===== src/rtl/fsod_pkg.sv =====
// Package with register map, field layout and types for the security decode.
package fsod_pkg;

	localparam logic [31:0] FSOD_ADDR_SECBYTE  = 32'h0000_0000;
	localparam logic [31:0] FSOD_ADDR_STATUS   = 32'h0000_0004;
	localparam logic [31:0] FSOD_ADDR_CONTROL  = 32'h0000_0008;
	localparam logic [31:0] FSOD_ADDR_PROTECT  = 32'h0000_000C;

	localparam int FSOD_KEY_POS   = 6;
	localparam int FSOD_MASS_POS  = 4;
	localparam int FSOD_FACT_POS  = 2;
	localparam int FSOD_STATE_POS = 0;

	localparam logic [1:0] FSOD_KEY_ENABLED   = 2'h2;
	localparam logic [1:0] FSOD_MASS_DISABLED = 2'h2;
	localparam logic [1:0] FSOD_UNSECURE      = 2'h2;
	localparam logic [1:0] FSOD_FACT_GRANT_A  = 2'h0;
	localparam logic [1:0] FSOD_FACT_GRANT_B  = 2'h3;

	localparam logic [7:0]  FSOD_SECBYTE_RESET = 8'h00;
	localparam logic [31:0] FSOD_PROTECT_RESET = 32'h0000_0000;
	localparam logic [1:0]  FSOD_RESP_OKAY     = 2'h0;
	localparam logic [1:0]  FSOD_RESP_SLVERR   = 2'h2;
	localparam int          FSOD_REGIONS       = 32;

	typedef struct packed {
		logic       secure;
		logic       backdoor_key_allow;
		logic       mass_erase_allow;
		logic       factory_analysis_access;
		logic       unlocked;
		logic       loaded;
	} fsod_status_t;

	typedef struct packed {
		logic       is_erase_or_prog;
		logic [4:0] region;
	} fsod_op_t;

endpackage : fsod_pkg


===== src/rtl/fsod_top.sv =====
// Security configuration byte decode with an AXI4-Lite register slave.
// Operation
// (RULE1) At each reset the settings are reloaded from the byte supplied by the stored image.
// (RULE2) The decoded settings are handed out as status outputs for the chip system logic.
// (RULE3) Firmware reads, erases and programs pass unchanged while secure, mass erase aside.
// (RULE4) Region protection blocks only erase and program aimed at protected regions.
// (RULE5) The byte is eight bits: key enable 7-6, mass erase 5-4, factory 3-2, state 1-0.
// (RULE6) Backdoor key unlock is allowed only when its field holds 10.
// (RULE7) The mass erase field decides debug-port and serial-port mass erase.
// (RULE8) The mass erase field applies only while secure; unsecure always allows it.
// (RULE9) The mass erase field disables mass erase only for 10.
// (RULE10) The state field decodes unsecure only for 10, all else is secure.
// (RULE11) A successful backdoor unlock forces the effective state field to 10.
// (RULE12) Factory access is granted for 00 and 11, and matters only while secure.
//
// Local design decisions: the placing of the registers and the AXI4-Lite register port.
module fsod_top (
	input  wire logic                 clk_i,
	input  wire logic                 arst_n_i,
	input  wire logic [7:0]           nvm_byte_i,
	input  wire logic                 nvm_valid_i,
	input  wire logic                 key_match_i,
	input  wire fsod_pkg::fsod_op_t   fw_op_i,
	output logic                      fw_op_allow_o,
	output fsod_pkg::fsod_status_t    status_o,
	input  wire logic [31:0]          s_axi_awaddr,
	input  wire logic                 s_axi_awvalid,
	output logic                      s_axi_awready,
	input  wire logic [31:0]          s_axi_wdata,
	input  wire logic [3:0]           s_axi_wstrb,
	input  wire logic                 s_axi_wvalid,
	output logic                      s_axi_wready,
	output logic [1:0]                s_axi_bresp,
	output logic                      s_axi_bvalid,
	input  wire logic                 s_axi_bready,
	input  wire logic [31:0]          s_axi_araddr,
	input  wire logic                 s_axi_arvalid,
	output logic                      s_axi_arready,
	output logic [31:0]               s_axi_rdata,
	output logic [1:0]                s_axi_rresp,
	output logic                      s_axi_rvalid,
	input  wire logic                 s_axi_rready
);
	import fsod_pkg::*;

	logic [7:0]  sec_byte_reg;
	logic        loaded_reg;
	logic        unlock_reg;
	logic        unlock_req_reg;
	logic [31:0] protect_reg;
	logic [1:0]  eff_state;
	logic        secure;
	logic        key_allow;
	logic        mass_allow;
	logic        fact_allow;
	logic        region_prot;
	logic        aw_held_reg;
	logic        w_held_reg;
	logic [31:0] awaddr_reg;
	logic [31:0] wdata_reg;
	logic [3:0]  wstrb_reg;
	logic        do_write;
	logic        wr_ok;
	logic [1:0]  bresp_reg;
	logic        bvalid_reg;
	logic [31:0] rdata_reg;
	logic [1:0]  rresp_reg;
	logic        rvalid_reg;

	// The byte is captured by a clock edge after release, never at reset itself.
	always_ff @(posedge clk_i or negedge arst_n_i) begin
		if (!arst_n_i) begin
			sec_byte_reg <= FSOD_SECBYTE_RESET; // RULE1
			loaded_reg   <= 1'b0;
		end else if (nvm_valid_i && !loaded_reg) begin
			sec_byte_reg <= nvm_byte_i; // RULE1
			loaded_reg   <= 1'b1;
		end
	end

	// Unlock lasts until the next reset, which reloads the stored byte.
	always_ff @(posedge clk_i or negedge arst_n_i) begin
		if (!arst_n_i) begin
			unlock_reg <= 1'b0;
		end else if (unlock_req_reg && key_match_i && key_allow && loaded_reg) begin
			unlock_reg <= 1'b1; // RULE11
		end
	end

	// Key decode waits for the loaded byte, mass and factory decode the reset byte; until loading the part is secure.
	always_comb begin
		eff_state  = unlock_reg ? FSOD_UNSECURE
			: sec_byte_reg[FSOD_STATE_POS +: 2]; // RULE11
		secure     = !loaded_reg || (eff_state != FSOD_UNSECURE); // RULE10
		key_allow  = loaded_reg
			&& (sec_byte_reg[FSOD_KEY_POS +: 2] == FSOD_KEY_ENABLED); // RULE6
		mass_allow = !secure
			|| (sec_byte_reg[FSOD_MASS_POS +: 2] != FSOD_MASS_DISABLED); // RULE7 RULE8 RULE9
		fact_allow = !secure
			|| (sec_byte_reg[FSOD_FACT_POS +: 2] == FSOD_FACT_GRANT_A)
			|| (sec_byte_reg[FSOD_FACT_POS +: 2] == FSOD_FACT_GRANT_B); // RULE12
	end

	always_comb begin
		status_o.secure                  = secure; // RULE2
		status_o.backdoor_key_allow      = key_allow; // RULE2
		status_o.mass_erase_allow        = mass_allow; // RULE2
		status_o.factory_analysis_access = fact_allow; // RULE2
		status_o.unlocked                = unlock_reg;
		status_o.loaded                  = loaded_reg;
	end

	// Security state is deliberately not an input here: firmware is gated only by region protection.
	always_comb begin
		region_prot   = protect_reg[fw_op_i.region];
		fw_op_allow_o = !(fw_op_i.is_erase_or_prog && region_prot); // RULE3 RULE4
	end

	// AXI4-Lite write channels are held independently, so either may come first.
	assign s_axi_awready = !aw_held_reg && !bvalid_reg;
	assign s_axi_wready  = !w_held_reg && !bvalid_reg;
	assign do_write      = aw_held_reg && w_held_reg && !bvalid_reg;

	always_ff @(posedge clk_i or negedge arst_n_i) begin
		if (!arst_n_i) begin
			aw_held_reg <= 1'b0;
			awaddr_reg  <= 32'h0000_0000;
		end else if (s_axi_awvalid && s_axi_awready) begin
			aw_held_reg <= 1'b1;
			awaddr_reg  <= s_axi_awaddr;
		end else if (do_write) begin
			aw_held_reg <= 1'b0;
		end
	end

	always_ff @(posedge clk_i or negedge arst_n_i) begin
		if (!arst_n_i) begin
			w_held_reg <= 1'b0;
			wdata_reg  <= 32'h0000_0000;
			wstrb_reg  <= 4'h0;
		end else if (s_axi_wvalid && s_axi_wready) begin
			w_held_reg <= 1'b1;
			wdata_reg  <= s_axi_wdata;
			wstrb_reg  <= s_axi_wstrb;
		end else if (do_write) begin
			w_held_reg <= 1'b0;
		end
	end

	always_comb begin
		wr_ok = (awaddr_reg[31:2] == FSOD_ADDR_CONTROL[31:2])
			|| (awaddr_reg[31:2] == FSOD_ADDR_PROTECT[31:2]);
	end

	always_ff @(posedge clk_i or negedge arst_n_i) begin
		if (!arst_n_i) begin
			protect_reg <= FSOD_PROTECT_RESET;
		end else if (do_write
			&& awaddr_reg[31:2] == FSOD_ADDR_PROTECT[31:2]) begin
			for (int i = 0; i < 4; i++) begin
				if (wstrb_reg[i]) begin
					protect_reg[8*i +: 8] <= wdata_reg[8*i +: 8]; // RULE4
				end
			end
		end
	end

	// Writing one to bit 0 of the control word arms one unlock attempt.
	always_ff @(posedge clk_i or negedge arst_n_i) begin
		if (!arst_n_i) begin
			unlock_req_reg <= 1'b0;
		end else if (do_write && wstrb_reg[0]
			&& awaddr_reg[31:2] == FSOD_ADDR_CONTROL[31:2]) begin
			unlock_req_reg <= wdata_reg[0];
		end else begin
			unlock_req_reg <= 1'b0;
		end
	end

	always_ff @(posedge clk_i or negedge arst_n_i) begin
		if (!arst_n_i) begin
			bvalid_reg <= 1'b0;
			bresp_reg  <= FSOD_RESP_OKAY;
		end else if (do_write) begin
			bvalid_reg <= 1'b1;
			bresp_reg  <= wr_ok ? FSOD_RESP_OKAY : FSOD_RESP_SLVERR;
		end else if (bvalid_reg && s_axi_bready) begin
			bvalid_reg <= 1'b0;
		end
	end

	assign s_axi_bvalid  = bvalid_reg;
	assign s_axi_bresp   = bresp_reg;
	assign s_axi_arready = !rvalid_reg;

	always_ff @(posedge clk_i or negedge arst_n_i) begin
		if (!arst_n_i) begin
			rvalid_reg <= 1'b0;
			rdata_reg  <= 32'h0000_0000;
			rresp_reg  <= FSOD_RESP_OKAY;
		end else if (s_axi_arvalid && s_axi_arready) begin
			rvalid_reg <= 1'b1;
			rresp_reg  <= FSOD_RESP_OKAY;
			unique case (s_axi_araddr[31:2])
				FSOD_ADDR_SECBYTE[31:2]: rdata_reg <= {24'h000000, sec_byte_reg}; // RULE5
				FSOD_ADDR_STATUS[31:2]:  rdata_reg <= {26'h0000000, status_o};
				FSOD_ADDR_CONTROL[31:2]: rdata_reg <= 32'h0000_0000;
				FSOD_ADDR_PROTECT[31:2]: rdata_reg <= protect_reg;
				default: begin
					rdata_reg <= 32'h0000_0000;
					rresp_reg <= FSOD_RESP_SLVERR;
				end
			endcase
		end else if (rvalid_reg && s_axi_rready) begin
			rvalid_reg <= 1'b0;
		end
	end

	assign s_axi_rvalid = rvalid_reg;
	assign s_axi_rdata  = rdata_reg;
	assign s_axi_rresp  = rresp_reg;

endmodule // fsod_top


===== config.mk =====
export PLATFORM = sky130hd
export DESIGN_NAME = fsod_top
export DESIGN_NICKNAME = d
export VERILOG_FILES = /design/src/rtl/fsod_pkg.sv /design/src/rtl/fsod_top.sv
export SDC_FILE = /design/constraint.sdc
export NUM_CORES = 1
export LEC_CHECK = 0
export BUFFER_PORTS_ARGS = -buffer_cell sky130_fd_sc_hd__buf_2
export CAP_MARGIN = 20
export CORE_MARGIN = 2
export CORE_UTILIZATION = 25
export DETAILED_ROUTE_END_ITERATION = 16
export GPL_ROUTABILITY_DRIVEN = 0
export SLEW_MARGIN = 15
export SYNTH_ARGS = -nofsm -noshare
export SYNTH_HDL_FRONTEND = slang
export SYNTH_SLANG_ARGS = --single-unit

===== constraint.sdc =====
create_clock -name clk_i -period 8.3 [get_ports clk_i]
set_clock_uncertainty 0.1 [all_clocks]
set_input_delay 2.49 -clock clk_i [delete_from_list [all_inputs] [get_ports clk_i]]
set_output_delay 2.49 -clock clk_i [all_outputs]
set_load 0.005 [all_outputs]

# After elaboration in Yosys (flattened, before gate mapping)
# Index checks and enable logic that the tools add are counted.
# totals
register_bits,151
input_bits,123
out_inout_bits,48
elab_cells,83
# op_classes
n_lt_le_gt_ge,1
eq_ne,9
mux,14
n_reduce_logical,41
# op_table
operator,n
30-bit by 2-bit == test with 1-bit output (second input constant),4
32-bit case mux with 3 select lines,1
30-bit by 1-bit == test with 1-bit output (second input constant),1
30-bit zero test,1
1-bit logical AND,18
1-bit 2-to-1 mux,9
2-bit AND reduction,4
2-bit nonzero test,4
1-bit zero test,7
5-bit by 6-bit less-than comparator with 1-bit output (second input constant),1
2-bit 2-to-1 mux,3
1-bit binary-select mux with 5-bit select,1
1-bit logical OR,5
2-bit == test (second input constant),2
2-bit inequality test (second input constant),2
4-bit OR reduction,1
2-bit zero test,1

# Longest topological paths before layout
# logic_depth
depth_word,7
mapped_depth,7
mapped_depth_nobuf,5

# Worst setup path after synthesis
# Ideal clock, no wire load.
# synth_path
kind,input-to-output
start,input fw_op_i[0] (netlist name)
end,output fw_op_allow_o
arrival_time_ns,3.963
required_ns,5.710
setup_slack_ns,1.747
stages,4
n_path_buf,1
cell_sequence,clkbuf_1 mux4_2 mux4_2 o211ai_1
# synth_via
elab_chain_cells,4
# synth_rtl
item,line,source
start: declaration,fsod_top.sv:23,"input wire fsod_pkg::fsod_op_t fw_op_i,"
1-bit binary-select mux with 5-bit select,fsod_top.sv:115,region_prot = protect_reg[fw_op_i.region];
1-bit 2-to-1 mux (not written as such),fsod_top.sv:115,
1-bit logical AND,fsod_top.sv:116,fw_op_allow_o = !(fw_op_i.is_erase_or_prog && region_prot);
1-bit zero test,fsod_top.sv:116,
end: declaration,fsod_top.sv:24,"output logic fw_op_allow_o,"
# Every way passes these cells. The select of a mux whose other input is x is not followed.

# Final worst setup path
# Ends and elaborated chain as after synthesis.

==> results.md <==
- By instance count, the leading cell after synthesis is sky130_fd_sc_hd__dfrtp_1.
- For this block, the routed nets add up to ~15 mm of wire.
- The area used by sequential logic in the layout is 3680 µm².
- The most used flip-flop cell after synthesis is sky130_fd_sc_hd__dfrtp_1.
- Detailed placement ended at an HPWL of 10.6 mm.
- During placement, the flow inserted port buffers numbering 164.
- The slowest stage of the critical path is the sky130_fd_sc_hd__mux4_2 cell.
- The number of nets in the finished design is 701.
- Once detail routing completed, the nets flagged for antenna violations numbered 0.
- The die footprint is 25700 µm².
- The net switching component of the power is 0.544 mW.
- The worst-path maximum fanout is 7.
- The hold-critical path endpoint is unlock_req_reg.
- For this design, the CTS-stage hold fixing added 0 buffers.
- The cell at the root of the clock tree is sky130_fd_sc_hd__clkbuf_16.
- The class of the most critical setup path is input port to output pin.
- The setup total negative slack is 0 ns.
- The initial utilization of the core area, before any placement, comes to 0.253.
- The clock-pin slew on the worst setup and hold paths is around 0.060 ns.
- The first-pass GRT wire length is 22.7 mm.
- Entering global routing, the biggest net connects 78 pins.
- The cell depth of the worst min-delay path is 1.
- The area of the multi-input gates is 2260 µm².
- In the post-synthesis netlist, the biggest area contributors are sky130_fd_sc_hd__dfrtp_1 60%, sky130_fd_sc_hd__mux2_2 19%, sky130_fd_sc_hd__a22o_1 4.9%, sky130_fd_sc_hd__mux4_2 2.9%, sky130_fd_sc_hd__mux2i_1 0.98%.
- In this run, post-CTS repair resized a total of 0 instances.
- STA classifies the critical path endpoint as an output pin.
- The TritonCTS clock tree is done.
- The post-detailed-route DRC marker count is 0.
- The switching share of power is 0.249.
- The capture point of the worst reg-to-reg path is s_axi_rdata[29].
- Compared with the post-synthesis result, the final layout area differs by 28.4%.
- The setup slack on the worst flop-to-flop path is 5.63 ns.
- Counting flops and latches in the post-synthesis netlist gives 147.
- Power comes to ~2.2 mW.
- The power density relative to cell area is roughly 280 nW/µm².
- The average via count per standard cell is around 4.4.
- The clock passes through at most 2 buffers.
- The sequential share of power is 0.452.
- The clock sink count is 147.
- The classification of the worst-slack hold path is register to register.
- The worst-case reg-to-reg path depth is 6.
- The worst endpoint required time is ~5.7 ns.
- The leading area contributor after synthesis is sky130_fd_sc_hd__dfrtp_1.
- The initial antenna violation count was 7.
- Static timing analysis puts the maximum clock frequency at 0.149 GHz.
- For this run the aggregate overflow at the end of global routing stands at 0.
- In this run the count of I/O pins placed on the die edge is 171.
- Subtracting the final worst setup slack from the clock period gives 6.70 ns.
- STA puts the critical path data arrival time at around 4 ns.
- For this block, the via count after detailed routing is ~4000.
- After synthesis, the share of flip-flops with an asynchronous set or reset is 1.00.
- The layout cell share with drive strength beyond 1 is 0.543.
- The total clock buffers created by CTS is 17.
- For this run, the detailed router's first-pass iteration total came to 4.
- The layout has 2419 filler cells.
- Sorting the synthesized cells by how often they occur yields 147 x sky130_fd_sc_hd__dfrtp_1, 102 x sky130_fd_sc_hd__mux2_2, 34 x sky130_fd_sc_hd__a22o_1.
- The post-synthesis instance area is roughly 6000 µm².
- Each instance of the synthesized netlist takes up on average 14.6 µm².
- The critical path's largest stage delay is 0.55 ns.
- The core area is 24200 µm².
- The number of pins with negative max-slew slack in the final report is 0.
- The H-tree was split into 4 levels.
- The die is 160 µm tall.
- The share of the synthesized area in the top cell type is 0.602.
- The final hold violation count was 0.
- The share of total power dissipated in combinational logic is 0.167.
- The launching element type of the critical path is an input port.
- The largest vdd supply drop is roughly 0.11 mV.
- The internal portion of the total power is around 1.6 mW.
- The origin of the worst min-delay path is awaddr_reg[2].
- The row count is 57.
- The number of distinct standard cells referenced by the synthesized netlist is between 40 and 50.
- Setup repair after global routing left no endpoint under its margin.
- Dividing the detail-routed wire length by the instance count gives 15.8 µm.
- Hold timing on the final database bottoms out at a slack of 0.328 ns.
- The final setup violation count is 0.
- The via count of the first global-routing pass is 4116.
- The all-layer global routing usage is 0.116.
- In this run the critical register-to-register path is launched from s_axi_rvalid.
- At the pin with the least slew margin, the transition time is 1.04 ns.
- The relative slew slack is 0.305.
- Of the synthesized area, sequential elements account for 0.602.
- The final period utilization is 0.807.
- Synthesis produced 419 cells.
- Post-CTS timing repair inserted 0 buffers for setup.
- The critical path goes through buf_2, mux4_2, mux4_2, o211ai_1, buf_2.
- The violation count after the first detailed-route iteration is 164.
- In this run the horizontal extent of the chip is roughly 160 µm.
- The flow ran to the end, and the final reports show no timing, DRC or antenna violations.
- The number of warnings issued by yosys is 0.
- The leakage power of the design is 3.75 nW.
- Of the total power, the clock network draws 0.381.
- Across the run, the number of max-cap violations was 0.
- At the later pin of the worst-skew pair, clock insertion delay measures 0.42 ns.
- The number of enable flip-flop cells after synthesis is 0.
## logic make-up after synthesis
kind of cell    after synthesis  synth area share
simple gates                 64            0.0661
flops                       147             0.602
compound gates               55            0.0688
mux                         119             0.233
other cells                   1          0.000613
buf+inv                      33            0.0303
## worst max-delay path by stage
stage | end | startpoint | cells after the start
6_report | fw_op_allow_o | fw_op_i[0] | 5
5_1_grt | fw_op_allow_o | fw_op_i[0] | 5
4_1_cts | fw_op_allow_o | fw_op_i[0] | 5
3_5_place_dp | fw_op_allow_o | fw_op_i[0] | 5
3_3_place_gp | fw_op_allow_o | fw_op_i[0] | 5
2_1_floorplan | fw_op_allow_o | fw_op_i[0] | 4
## stage by stage
| step | cell area, µm² | util | setup WS (ns) | std cells |
|---|---|---|---|---|
| after global placement | 7210 | 0.298 | 1.54 | 883 |
| final | 7850 | 0.325 | 1.60 | 916 |
| after floorplan | 6120 | - | 1.75 | 420 |
| after global routing | 7850 | 0.324 | 1.52 | 914 |
| after detailed placement | 7210 | 0.298 | 1.54 | 883 |
| after CTS | 7840 | 0.324 | 1.54 | 913 |
## power groups by stage
stage | registers [mW] | clock network (mW) | logic [mW]
2_1_floorplan | 0.973 | 0 | 0.278
3_3_place_gp | 1.00 | 0 | 0.363
3_5_place_dp | 1.01 | 0 | 0.376
4_1_cts | 0.994 | 0.857 | 0.377
5_1_grt | 1.01 | 0.889 | 0.407
6_report | 0.990 | 0.834 | 0.365
## cell type report
cell class,count,area share
Sequential cell,147,0.469
Multi-Input combinational cell,240,0.287
Timing Repair Buffer,167,0.108
Clock buffer,17,0.0542
Tap cell,324,0.0516
Clock inverter,13,0.0266
Inverter,5,0.00239
Antenna cell,3,0.000956
## placed cells by master, fill, tap and decap left out, types with 2 or more instances in the layout
cell / count
sky130_fd_sc_hd__nand3_1: 3
sky130_fd_sc_hd__nand2_2: 4
sky130_fd_sc_hd__clkinv_4: 3
sky130_fd_sc_hd__and2_1: 3
sky130_fd_sc_hd__nor4_1: 7
sky130_fd_sc_hd__mux4_2: 8
sky130_fd_sc_hd__nor2b_1: 4
sky130_fd_sc_hd__mux2_2: 102
sky130_fd_sc_hd__dfrtp_1: 147
sky130_fd_sc_hd__clkinv_2: 3
sky130_fd_sc_hd__buf_4: 3
sky130_fd_sc_hd__buf_2: 163
sky130_fd_sc_hd__inv_1: 5
sky130_fd_sc_hd__nor4_2: 4
sky130_fd_sc_hd__nor2_1: 9
sky130_fd_sc_hd__diode_2: 3
sky130_fd_sc_hd__o21ai_0: 10
sky130_fd_sc_hd__inv_6: 2
sky130_fd_sc_hd__mux2_1: 3
sky130_fd_sc_hd__nand2_1: 14
sky130_fd_sc_hd__o211ai_1: 2
sky130_fd_sc_hd__nand4_1: 3
sky130_fd_sc_hd__a22o_1: 34
sky130_fd_sc_hd__clkbuf_16: 17
sky130_fd_sc_hd__mux2i_1: 6
sky130_fd_sc_hd__and3b_1: 2
sky130_fd_sc_hd__conb_1: 2
sky130_fd_sc_hd__a21oi_1: 3
sky130_fd_sc_hd__bufinv_16: 5
sky130_fd_sc_hd__nor3_1: 2
sky130_fd_sc_hd__nor4_4: 2
## worst max-delay path, delay by kind of cell
kind	cells	cell delay, ns
AOI/OAI and AO/OA	1	0.19
buffers and inverters	2	0.36
muxes	2	1.06
## layer usage
metal | vias up | track usage | routed length (µm)
met5 | - | 0 | 66
met4 | 10 | 0.0319 | 139
met3 | 23 | 0.0478 | 1100
met2 | 124 | 0.183 | 6770
met1 | 2004 | 0.146 | 6430
li1 | 1869 | - | -
Power figures use the tool's default switching activity.
